==> src/logic/splc_pkg.sv <==
// Package with constants and types for the stack pointer limit checker.
// Summary of operation
// - The stack pointer always points at the first free word and the stack grows toward higher addresses.
// - A pop decrements the stack pointer before the access and a push increments it after the access.
// - A program counter pushed by a call has its most significant byte forced to zero.
// - A program counter pushed during exception processing carries the low status byte in its top byte.
// - The stack limit register bounds the stack from above and is not initialised by reset.
// - Bit 0 of the stack limit register always reads as zero whatever is written.
// - Only a push effective address is compared with the stack limit; pop and reference addresses are not.
// - A push with the pointer equal to the limit does not trap, but the next push does.
// - A stack pointer address below 0800h raises an underflow stack error trap.
package splc_pkg;
    localparam int unsigned SPLC_WIDTH       = 16;
    localparam logic [15:0] SPLC_SFR_TOP     = 16'h0800;
    localparam logic [15:0] SPLC_WORD_STEP   = 16'h0002;
    localparam logic [15:0] SPLC_ALIGN_MASK  = 16'hFFFE;
    localparam logic [15:0] SPLC_SP_RESET    = 16'h0800;
    localparam int unsigned SPLC_MSB_LO      = 8;

    typedef enum logic [1:0] {
        SPLC_OP_NONE,
        SPLC_OP_PUSH,
        SPLC_OP_POP,
        SPLC_OP_REF
    } splc_op_t;

    typedef enum logic [1:0] {
        SPLC_PUSH_DATA,
        SPLC_PUSH_CALL,
        SPLC_PUSH_EXC
    } splc_kind_t;
endpackage : splc_pkg

==> src/logic/splc_cmp_if.sv <==
// Interface between the checker top and its address comparator.
`timescale 1ns/10ps
interface splc_cmp_if;
    logic [15:0] ea;
    logic [15:0] limit;
    logic        is_push;
    logic        check;
    logic        overflow;
    logic        underflow;
    modport top (output ea, output limit, output is_push, output check, input overflow, input underflow);
    modport cmp (input ea, input limit, input is_push, input check, output overflow, output underflow);
endinterface : splc_cmp_if

==> src/logic/splc_cmp.sv <==
// Combinational stack address comparator.
`timescale 1ns/10ps
module splc_cmp (
    splc_cmp_if.cmp cif
);
    import splc_pkg::*;

    always_comb begin
        cif.overflow  = cif.check && cif.is_push && (cif.ea > cif.limit);
        cif.underflow = cif.check && (cif.ea < SPLC_SFR_TOP);
    end
endmodule : splc_cmp

==> src/logic/splc_top.sv <==
// Stack pointer, stack limit and stack error trap logic.
`timescale 1ns/10ps
module splc_top (
    input  wire logic                 clock_i,
    input  wire logic                 reset_i,
    input  wire logic                 enable_i,
    input  wire splc_pkg::splc_op_t   op_i,
    input  wire splc_pkg::splc_kind_t kind_i,
    input  wire logic [15:0]          data_i,
    input  wire logic [15:0]          offset_i,
    input  wire logic [7:0]           status_low_byte_i,
    input  wire logic                 sp_write_i,
    input  wire logic                 limit_write_i,
    input  wire logic [15:0]          write_data_i,
    input  wire logic                 trap_ack_i,
    output logic [15:0]               stack_pointer_reg_o,
    output logic [15:0]               stack_limit_reg_o,
    output logic [15:0]               access_addr_o,
    output logic [15:0]               access_data_o,
    output logic                      access_valid_o,
    output logic                      access_write_o,
    output logic                      trap_req_o
);
    import splc_pkg::*;

    splc_cmp_if cif ();

    splc_cmp u_cmp (
        .cif (cif)
    );

    logic [15:0] stack_pointer_reg;
    logic [15:0] next_stack_pointer_reg;
    logic [15:0] stack_limit_reg;
    logic [15:0] next_stack_limit_reg;
    logic [15:0] access_addr;
    logic [15:0] next_access_addr;
    logic [15:0] access_data;
    logic [15:0] next_access_data;
    logic        access_valid;
    logic        next_access_valid;
    logic        access_write;
    logic        next_access_write;
    logic        trap_req;
    logic        next_trap_req;
    logic [15:0] ea;

    function automatic logic [15:0] splc_push_word(input splc_kind_t kind, input logic [15:0] data,
                                                   input logic [7:0] status_low_byte);
        logic [15:0] word;
        word = data;
        unique case (kind)
            SPLC_PUSH_DATA: word = data;
            SPLC_PUSH_CALL: word = {8'h00, data[7:0]};
            SPLC_PUSH_EXC:  word = {status_low_byte, data[7:0]};
            default:        word = data;
        endcase
        return word;
    endfunction : splc_push_word

    always_comb begin
        unique case (op_i)
            SPLC_OP_POP: ea = stack_pointer_reg - SPLC_WORD_STEP;
            SPLC_OP_REF: ea = (stack_pointer_reg + offset_i) & SPLC_ALIGN_MASK;
            default:     ea = stack_pointer_reg;
        endcase
    end

    assign cif.ea      = ea;
    assign cif.limit   = stack_limit_reg;
    assign cif.is_push = (op_i == SPLC_OP_PUSH);
    assign cif.check   = enable_i && (op_i != SPLC_OP_NONE);

    always_comb begin
        next_stack_pointer_reg = stack_pointer_reg;
        next_stack_limit_reg   = stack_limit_reg;
        next_access_addr       = access_addr;
        next_access_data       = access_data;
        next_access_valid      = 1'b0;
        next_access_write      = 1'b0;
        next_trap_req          = trap_req;
        if (trap_ack_i) begin
            next_trap_req = 1'b0;
        end
        if (cif.overflow || cif.underflow) begin
            next_trap_req = 1'b1;
        end
        if (limit_write_i) begin
            next_stack_limit_reg = write_data_i & SPLC_ALIGN_MASK;
        end
        if (sp_write_i) begin
            next_stack_pointer_reg = write_data_i & SPLC_ALIGN_MASK;
        end else begin
            unique case (op_i)
                SPLC_OP_PUSH: begin
                    next_access_addr       = stack_pointer_reg;
                    next_access_data       = splc_push_word(kind_i, data_i, status_low_byte_i);
                    next_access_valid      = 1'b1;
                    next_access_write      = 1'b1;
                    next_stack_pointer_reg = stack_pointer_reg + SPLC_WORD_STEP;
                end
                SPLC_OP_POP: begin
                    next_access_addr       = ea;
                    next_access_valid      = 1'b1;
                    next_stack_pointer_reg = ea;
                end
                SPLC_OP_REF: begin
                    next_access_addr  = ea;
                    next_access_valid = 1'b1;
                end
                default: begin
                end
            endcase
        end
    end

    always_ff @(posedge clock_i or posedge reset_i) begin
        if (reset_i) begin
            stack_pointer_reg <= SPLC_SP_RESET;
            access_addr       <= 16'h0000;
            access_data       <= 16'h0000;
            access_valid      <= 1'b0;
            access_write      <= 1'b0;
            trap_req          <= 1'b0;
        end else if (enable_i) begin
            stack_pointer_reg <= next_stack_pointer_reg;
            access_addr       <= next_access_addr;
            access_data       <= next_access_data;
            access_valid      <= next_access_valid;
            access_write      <= next_access_write;
            trap_req          <= next_trap_req;
        end
    end

    // limit not reset
    // The limit holds no reset on purpose; software must load it before relying on overflow traps.
    always_ff @(posedge clock_i) begin
        if (enable_i) begin
            stack_limit_reg <= next_stack_limit_reg;
        end
    end

    assign stack_pointer_reg_o = stack_pointer_reg;
    assign stack_limit_reg_o   = stack_limit_reg;
    assign access_addr_o       = access_addr;
    assign access_data_o       = access_data;
    assign access_valid_o      = access_valid;
    assign access_write_o      = access_write;
    assign trap_req_o          = trap_req;
endmodule : splc_top

==> config.mk <==
export PLATFORM = sky130hd
export DESIGN_NAME = splc_top
export DESIGN_NICKNAME = d
export VERILOG_FILES = /design/src/logic/splc_pkg.sv /design/src/logic/splc_cmp_if.sv /design/src/logic/splc_cmp.sv /design/src/logic/splc_top.sv
export SDC_FILE = /design/constraint.sdc
export NUM_CORES = 1
export LEC_CHECK = 0
export BUFFER_PORTS_ARGS = -buffer_cell sky130_fd_sc_hd__buf_4
export CAP_MARGIN = 20
export CORE_MARGIN = 8
export CORE_UTILIZATION = 48
export DETAILED_ROUTE_END_ITERATION = 6
export PLACE_DENSITY = 0.77
export SLEW_MARGIN = 20
export SYNTH_ARGS = -nofsm -noshare
export SYNTH_HDL_FRONTEND = slang
export SYNTH_HIERARCHICAL = 1
export SYNTH_SLANG_ARGS = --single-unit
==> constraint.sdc <==
create_clock -name clock_i -period 3.4 [get_ports clock_i]
set_clock_uncertainty 0.05 [all_clocks]
set_input_delay 0.17 -clock clock_i [delete_from_list [all_inputs] [get_ports clock_i]]
set_output_delay 0.17 -clock clock_i [all_outputs]
set_load 0.02 [all_outputs]
==> results.yml, run 1 <==
finish:
  final_cell_mix: "205 x buf_4, 51 x nor2_1, 49 x nand2_1"
  drive_above_1_share_pct: 34.3
  area_delta_synth_final_pct: 44.1
  mostFrequentLayoutCell: "buf_4"
  fin_cells: 912
  nets: 873
drt:
  drt_pass1_iterations: 5
  wl_per_cell_um: 21.3
  drc: 0
  antenna_left: 0
  vias: 5456
  drt_wl_total_mm: 19.5
  routed_via_density: 5.98
  drt_iter0_markers: 568
sta:
  holdWs_ns: 0.0539
  hold_viol: 0
  finalCriticalPeriod_ns: 3.51
  relSlewSlack_pct: 39.4
  grt_setup_unrepaired: "yes"
  worstMarginPinSlew_ns: 0.905
  finalSetupViolations: 1
  setup_slack_ns: -0.110
  fmax_ghz: 0.285
  min_period_over_period_pct: 103
  drv_slew: 0
worst_setup_path:
  cp.arrival_ns: 3.71
  crit_chain: "and2_4, fa_2, a21o_1, a221o_1, a21bo_2, nor3b_1, o21ai_1, nand2_1, ha_4, nand4_1, or4_1, nand3_1, a21oi_1, o21ai_1, nand2_1"
  crit_fanout: 4
  path_class: "reg -> reg"
  startpoint_type: "flop"
  required_ns: 3.60
  crit_path_end_kind: "flop"
  path_buf_inv: 0
  cpPeakStageDelay_ns: 0.43
  cp_slowest_cell: "or4_1"
  path_delay_family: "simple AND/OR/NAND/NOR gates"
logic_synthesis:
  synthArstFlopShare_pct: 77.3
  syn_inst: 569
  yosys.area.top_type: "dfrtp_1"
  yosysWarnings: 6
  ys_types: 69
  synth_edf_count: 15
  ys.flop_type: "dfrtp_1"
  ys_seq_elements: 66
  yosysTopAreaCellShare_pct: 25.9
  syn-cell-area_mm2: 0.00483
  netlist_top_cells_area: "dfrtp_1 26%, edfxtp_1 9.3%, ha_1 8.6%"
  synth_seq_area_share_pct: 35.8
  synth.avg_cell_area_um2: 8.48
clocking:
  root_buffer: "clkbuf_8"
  cts.sinks: 66
  htreeDepth: 3
  cts_buffers: 9
  clock_path_buffers: 2
  insertion_delay_ns: 0.36
  cts_tree: "done"
  clk_pin_slew_worst_paths_ns: 0.08
grt:
  grt_usage_pct: 29.2
  grt_pass1_wl_mm: 29.8
  grt_pass1_vias: 5531
  antenna_found_initial: 0
  grt_overflow_total: 0
  grt_max_degree: 52
placed_design:
  placed_cells: 865
  place_hpwl_mm: 14.4
  routabilityCongestion: 0.973
  port_buffers: 130
floorplanning:
  die_w_um: 116
  ios: 133
  core_area_mm2: 0.00977
  row_count: 36
  die-area_mm2: 0.0135
  start_util_pct: 49.4
  die_h_um: 116
pwr:
  vdd_ir_drop_max_mv: 0.347
  p_leak_uw: 0.00326
  powerDensity_mw_per_mm2: 533
run_status:
  violations: "setup timing"
  status: "complete, but fails checks"
min_path:
  holdCritPathClass: "in -> reg"
flow_run:
  drv_cap: 0
path summary, 6_finish.rpt:
path                            slack (ns)  cells past startpoint                   start                endpoint
worst max-delay path                 -0.11                     15  stack_pointer_reg_o[0]              trap_req_o
min in group asynchronous             0.44                      3                 reset_i        access_addr_o[8]
max in group asynchronous             2.36                      3                 reset_i  stack_pointer_reg_o[1]
worst min-delay path                  0.05                      3              data_i[14]       access_data_o[14]
worst min register to register        0.43                      2        access_addr_o[4]        access_addr_o[4]
worst max register to register       -0.11                     15  stack_pointer_reg_o[0]              trap_req_o
cell type report:
| class | count | area [um^2] |
|---|---|---|
| fillers | 780 | 2820 |
| clock buffers | 11 | 163 |
| inverters | 29 | 111 |
| diodes | 1 | 2.50 |
| flip-flops and latches | 66 | 1730 |
| multi-input cells | 437 | 2910 |
| clock inverters | 5 | 82.6 |
| well taps | 133 | 166 |
| repair buffers | 230 | 1790 |
cells in the mapped netlist (4+ instances only):
master	number
dfrtp_1	50
xnor2_1	5
mux2_2	15
o2bb2ai_1	4
nor2b_1	6
nand3_1	19
nand2_1	49
edfxtp_1	15
nor2_1	51
o21ai_1	4
a31oi_1	9
a21oi_1	47
mux2i_1	6
a21o_1	9
nor3_1	19
a22oi_1	15
a211oi_1	5
inv_1	29
and2_1	8
or4_1	4
clkbuf_1	29
nand4_1	13
o21ai_0	43
and3_1	9
ha_1	33
xor2_1	6
o31ai_1	6
registers in the layout (all words and copies together), names as in the netlist:
name                 flops
access_write_o           1
access_valid_o           1
access_addr_o           16
stack_pointer_reg_o     16
stack_limit_reg_o       15
access_data_o           16
trap_req_o               1
cell families (layout without fill, tap and decap cells):
kind of cell / count (synthesis) / count (layout) / share of synthesized area, %
buffers and inverters: 67 / 275 / 5.68
muxes: 21 / 21 / 4.74
adders and majority gates: 34 / 34 / 8.97
DFF: 66 / 66 / 35.8
xor gates and xnor gates: 11 / 11 / 2.00
other: 1 / 3 / 0.0777
and+or+nand+nor: 200 / 200 / 20.7
AOI/OAI and AO/OA: 169 / 169 / 22.1
per-layer routing:
layer	global-route usage, %	vias to the layer above	routed length [um]
met3	6.93	59	1810
li1	-	2480	-
met5	0	-	0
met1	34.3	2604	7490
met2	49.0	313	9380
met4	14.3	0	786
report_power, final:
part           internal (uW)  switching, uW  total [uW]
Clock                    480            338         818
Sequential               959            118        1080
Combinational            802           1010        1810
worst register-to-register path, cell delays in order (launching register included):
cell	delay, ns
dfrtp_2	0.41
and2_4	0.14
fa_2	0.33
a21o_1	0.20
a221o_1	0.34
a21bo_2	0.24
nor3b_1	0.15
o21ai_1	0.17
nand2_1	0.12
ha_4	0.29
nand4_1	0.18
or4_1	0.43
nand3_1	0.09
a21oi_1	0.05
o21ai_1	0.13
nand2_1	0.06
what timing repair did:
action	CTS	global route
endpoints found under the setup margin	1	1
setup buffers	3	2
gates resized for setup	12	4
hold endpoints to repair	74	0
pin swaps	7	4
hold buffers	25	0
through the flow:
stage / setup TNS [ns] / utilization, % / area, um^2 / worst slack, ns / power, uW
detailed placement: -0.122 / 65.0 / 6360 / -0.122 / 2780
floorplan: 0 / - / 4850 / 0.0362 / 2000
global route: -0.265 / 71.1 / 6950 / -0.265 / 3880
CTS: -0.0160 / 70.8 / 6920 / -0.0160 / 3660
global placement: -0.00890 / 65.0 / 6350 / -0.00890 / 2750
finish: -0.110 / 71.2 / 6960 / -0.110 / 3700
(Power assumes the default switching activity.)
==> run 2: changes to the inputs <==
--- a/config.mk
+++ b/config.mk
@@ -11,6 +11,7 @@
 export CORE_UTILIZATION = 48
 export DETAILED_ROUTE_END_ITERATION = 6
 export PLACE_DENSITY = 0.77
+export RECOVER_POWER = 100
 export SLEW_MARGIN = 20
 export SYNTH_ARGS = -nofsm -noshare
 export SYNTH_HDL_FRONTEND = slang
==> run 2 against run 1 <==
- the run ends with capacitance limit, slew limit, setup timing left
- critical path type unchanged
- combinational power shrank 7%
- clock power is essentially flat
- largest power group unchanged
- die area is the same
==> results.yml, run 2 (synthesized netlist as in run 1, its figures left out) <==
worst_setup_path:
  rrSetupSlack_ns: -0.11
  cp.arrival_ns: 3.71
  reg2reg_to: "trap_req_o"
  crit_fanout: 4
  startpoint_type: "flop"
  path_class: "reg -> reg"
  crit_end: "trap_req_o"
  crit_path_end_kind: "flop"
  r2r-start: "stack_pointer_reg_o[0]"
  required_ns: 3.60
  reg2reg_depth: 15
  crit_start: "stack_pointer_reg_o[0]"
grt:
  grt_max_degree: 52
  grt_pass1_vias: 5531
  grt_usage_pct: 29.2
  antenna_found_initial: 0
  grt_overflow_total: 0
  grt_pass1_wl_mm: 29.8
drt:
  drc: 0
  drt_iter0_markers: 582
  wl_per_cell_um: 21.3
  wl_met2_mm: 9.32
  routed_via_density: 5.94
  wl_met3_mm: 1.76
  drt_wl_total_mm: 19.4
  drt_pass1_iterations: 5
  wl_met1_mm: 7.57
  antenna_left: 0
  top_layer: "met4"
  vias: 5418
sta:
  finalCriticalPeriod_ns: 3.51
  setup_slack_ns: -0.107
  drv_slew: 52
  min_period_over_period_pct: 103
  relSlewSlack_pct: -40.0
  grt_setup_unrepaired: "yes"
  finalSetupViolations: 1
  setup_tns_ns: -0.107
  worstMarginPinSlew_ns: 2.10
  fmax_ghz: 0.285
  hold_viol: 0
floorplanning:
  start_util_pct: 49.4
  die-area_mm2: 0.0135
  ios: 133
  die_w_um: 116
  core_area_mm2: 0.00977
  row_count: 36
  die_h_um: 116
pwr:
  p_sw_uw: 1460
  pwr-share-seq_pct: 30.0
  p_comb_share_pct: 47.0
  p_clk_share_pct: 23.0
  internal_power_uw: 2120
  p_leak_uw: 0.00298
  powerDensity_mw_per_mm2: 537
  p_sw_share_pct: 40.8
  vdd_ir_drop_max_mv: 0.345
clocking:
  cts_buffers: 9
  cts.sinks: 66
  root_buffer: "clkbuf_8"
  insertion_delay_ns: 0.36
  htreeDepth: 3
  clock_path_buffers: 2
  cts_tree: "done"
  clk_pin_slew_worst_paths_ns: 0.08
min_path:
  holdCritPathClass: "in -> reg"
finish:
  drive_above_1_share_pct: 24.3
  fin_cells: 912
  area_delta_synth_final_pct: 38.1
  final_cell_mix: "120 x buf_4, 77 x clkbuf_1, 51 x nor2_1"
  mostFrequentLayoutCell: "buf_4"
  fin_area_mm2: 0.00666
  nets: 873
  ff_latch_area_mm2: 0.00173
  multi_input_area_mm2: 0.00291
  n_fill_cell: 890
placed_design:
  dpl_cell_area_mm2: 0.00636
  place_ws_ns: -0.122
  routabilityCongestion: 0.973
  place_hpwl_mm: 14.4
  port_buffers: 130
  placed_cells: 865
run_status:
  violations: "capacitance limit, slew limit, setup timing"
  status: "complete, but fails checks"
flow_run:
  drv_cap: 1
==> run 2: worst min-delay path by stage <==
stage | from | end | slack [ns] | depth (start not counted)
after detailed placement | reset_i | access_addr_o[14] | 0.28 | 2
after floorplan | write_data_i[10] | stack_limit_reg_o[10] | 0.22 | 0
final | data_i[14] | access_data_o[14] | 0.05 | 3
after CTS | data_i[14] | access_data_o[14] | 0.04 | 3
after global routing | data_i[14] | access_data_o[14] | 0.06 | 3
after global placement | write_data_i[13] | stack_limit_reg_o[13] | 0.31 | 1
==> run 2: critical path, stage by stage (launching register included) <==
cell     delay, ns
dfrtp_2       0.41
and2_4        0.14
fa_2          0.33
a21o_1        0.20
a221o_1       0.34
a21bo_2       0.24
nor3b_1       0.14
o21ai_1       0.17
nand2_1       0.12
ha_4          0.29
nand4_1       0.18
or4_1         0.43
nand3_1       0.09
a21oi_1       0.05
o21ai_1       0.13
nand2_1       0.06
==> run 2: power groups by stage <==
stage | sequential, uW | combinational, uW | clock [uW]
finish | 1070 | 1680 | 821
global route | 1090 | 1810 | 854
CTS | 1070 | 1770 | 824
detailed placement | 1080 | 1700 | 0
global placement | 1080 | 1670 | 0
floorplan | 1260 | 746 | 0
==> run 2: layout make-up <==
cell class	count	share of cell area (%)
multi-input combinational	437	43.7
sequential	66	26.0
timing repair buffer	230	22.5
tap	133	2.50
clock buffer	11	2.44
inverter	29	1.63
clock inverter	5	1.24
antenna	1	0.0376
==> run 2: timing repair <==
action	in CTS	in global routing
hold buffers	25	0
endpoints found under the hold margin	74	0
setup buffers	3	2
setup endpoints to repair	1	1
pin swaps	7	4
gates resized for setup	12	4
==> run 2: per-layer routing <==
layer  track usage, %  vias up
li1                 -     2483
met1             34.3     2580
met2             49.0      301
met3             6.93       54
met4             14.3        0
met5                0        -
==> run 2: metrics by stage <==
step                power [uW]  hold WS [ns]  utilization, %
floorplan                 2000         0.219               -
global placement          2750         0.310            65.0
detailed placement        2780         0.280            65.0
CTS                       3660        0.0428            70.8
global route              3750        0.0647            68.2
finish                    3580        0.0532            68.2
==> run 3: changes to the inputs <==
--- a/config.mk
+++ b/config.mk
@@ -8,9 +8,9 @@
 export BUFFER_PORTS_ARGS = -buffer_cell sky130_fd_sc_hd__buf_4
 export CAP_MARGIN = 20
 export CORE_MARGIN = 8
-export CORE_UTILIZATION = 48
+export CORE_UTILIZATION = 54
 export DETAILED_ROUTE_END_ITERATION = 6
-export PLACE_DENSITY = 0.77
+export PLACE_DENSITY = 0.82
 export RECOVER_POWER = 100
 export SLEW_MARGIN = 20
 export SYNTH_ARGS = -nofsm -noshare
==> constraint.sdc (replaced) <==
create_clock -name clock_i -period 3.3 [get_ports clock_i]
set_clock_uncertainty 0.05 [all_clocks]
set_input_delay 0.165 -clock clock_i [delete_from_list [all_inputs] [get_ports clock_i]]
set_output_delay 0.165 -clock clock_i [all_outputs]
set_load 0.02 [all_outputs]
==> run 3 against run 2 <==
- setup slack got worse by 0.10 ns
- sequential share of layout area increased by 0.54 points
- clock power decreased by 6.0%
- core utilization increased by 7.0 points
- the run still ends with capacitance limit, slew limit, setup timing left
- global-route usage increased by 0.73 points
- highest routed layer unchanged
==> results.yml, run 3 (synthesized netlist as in run 1, its figures left out) <==
sta:
  hold_viol: 0
  finalSetupViolations: 1
  drv_slew: 38
  min_period_over_period_pct: 106
  worstMarginPinSlew_ns: 1.50
  finalCriticalPeriod_ns: 3.51
  grt_setup_unrepaired: "yes"
  setup_slack_ns: -0.208
  fmax_ghz: 0.285
  holdWs_ns: 0.00994
  relSlewSlack_pct: -0.383
floorplanning:
  die-area_mm2: 0.0122
  core_area_mm2: 0.00868
  die_h_um: 111
  row_count: 34
  start_util_pct: 55.6
  ios: 133
  die_w_um: 111
pwr:
  pwr-share-seq_pct: 30.6
  p_leak_uw: 0.00293
  p_sw_share_pct: 41.5
  p_clk_share_pct: 21.4
  p_comb_share_pct: 48.0
  p_sw_uw: 1500
  powerDensity_mw_per_mm2: 553
  vdd_ir_drop_max_mv: 0.373
  power.total_uw: 3610
  internal_power_uw: 2110
finish:
  drive_above_1_share_pct: 23.4
  final_cell_mix: "118 x buf_4, 80 x clkbuf_1, 51 x nor2_1"
  fin_area_mm2: 0.00653
  mostFrequentLayoutCell: "buf_4"
  fin_cells: 881
  nets: 868
  area_delta_synth_final_pct: 35.2
  diodes: 0
clocking:
  cts_tree: "done"
  root_buffer: "clkbuf_8"
  clk_pin_slew_worst_paths_ns: 0.08
  htreeDepth: 3
  insertion_delay_ns: 0.35
  clock_path_buffers: 2
  cts.sinks: 66
  cts_buffers: 9
run_status:
  violations: "capacitance limit, slew limit, setup timing"
  status: "complete, but fails checks"
grt:
  grt_pass1_vias: 5429
  top_usage_layer: "met2"
  grt_overflow_total: 0
  grt_usage_pct: 29.9
  grt_use_met3_pct: 6.28
  use_met2_pct: 47.7
  grt_use_met1_pct: 37.8
  grt_pass1_wl_mm: 29.6
  grt_max_degree: 40
  antenna_found_initial: 0
placed_design:
  routabilityCongestion: 0.951
  placed_cells: 842
  place_ws_ns: -0.137
  place_hpwl_mm: 14.3
  port_buffers: 130
  dpl_cell_area_mm2: 0.00634
worst_setup_path:
  path_class: "reg -> reg"
  crit_fanout: 3
  startpoint_type: "flop"
  crit_path_end_kind: "flop"
  cp.arrival_ns: 3.70
  required_ns: 3.49
drt:
  vias: 5416
  antenna_left: 0
  drc: 0
  routed_via_density: 6.15
  drt_pass1_iterations: 5
  drt_wl_total_mm: 18.9
  drt_iter0_markers: 576
  wl_per_cell_um: 21.5
min_path:
  holdCritPathClass: "in -> reg"
flow_run:
  drv_cap: 1
run 3: cell types whose count changed in the layout (fill, tap and decap cells not counted), sizes merged:
cell,previous run,this run
buf,120,118
clkinv,2,4
clkinvlp,0,1
diode,1,0
dlygate4sd3,25,20
inv,30,29
run 3: routing by layer:
metal | share of wire [%] | up-vias
li1 | - | 2469
met1 | 41 | 2556
met2 | 46 | 336
met3 | 8.4 | 55
met4 | 4.7 | 0
met5 | 0 | -
run 3: per-stage QoR:
stage                     util (%)  TNS [ns]
after floorplan                  -   -0.0570
after global placement        73.1    -0.109
after detailed placement      73.1    -0.137
after CTS                     78.3    -0.100
after global routing          75.2    -0.340
final                         75.2    -0.208
run 3: final cells by class:
cell class,count,area (um^2)
multi-input cells,437,2900
fillers,699,2150
clock buffers,9,124
inverters,29,109
clock inverters,7,93.8
repair buffers,225,1440
flip-flops and latches,66,1730
well taps,108,135
run 3: path summary, 6_finish.rpt:
check / slack (ns) / from / endpoint / cells after the start
max in group asynchronous: 0.98 / reset_i / access_addr_o[8] / 4
min in group asynchronous: 0.78 / reset_i / access_addr_o[1] / 3
max: -0.21 / stack_pointer_reg_o[0] / trap_req_o / 15
min reg2reg: 0.43 / access_valid_o / access_valid_o / 1
min: 0.01 / data_i[2] / access_data_o[2] / 2
max reg2reg: -0.21 / stack_pointer_reg_o[0] / trap_req_o / 15
run 3: power groups by stage:
stage                     registers [uW]  clock network (uW)  logic (uW)
after floorplan                     1290                   0         771
after global placement              1110                   0        1720
after detailed placement            1120                   0        1760
after CTS                           1100                 769        1810
after global routing                1120                 808        1860
final                               1110                 772        1730
run 3: critical path, cell delays in order (launching register included):
cell and delay (ns):
dfrtp_2 0.40, and2_4 0.14, fa_2 0.33, a21o_1 0.20, a221o_1 0.38, buf_4 0.16
xnor2_1 0.12, a21o_1 0.19, a21oi_2 0.24, ha_1 0.19, nand4_1 0.14, or4_1 0.55
nand3_1 0.10, a21oi_1 0.04, o21ai_1 0.13, nand2_1 0.06
run 3: timing repair:
item,in CTS,in global routing
hold buffers,20,0
pin swaps,5,3
resized for setup,8,3
buffers inserted,1,2
endpoints found under the setup margin,1,1
endpoints found under the hold margin,55,0
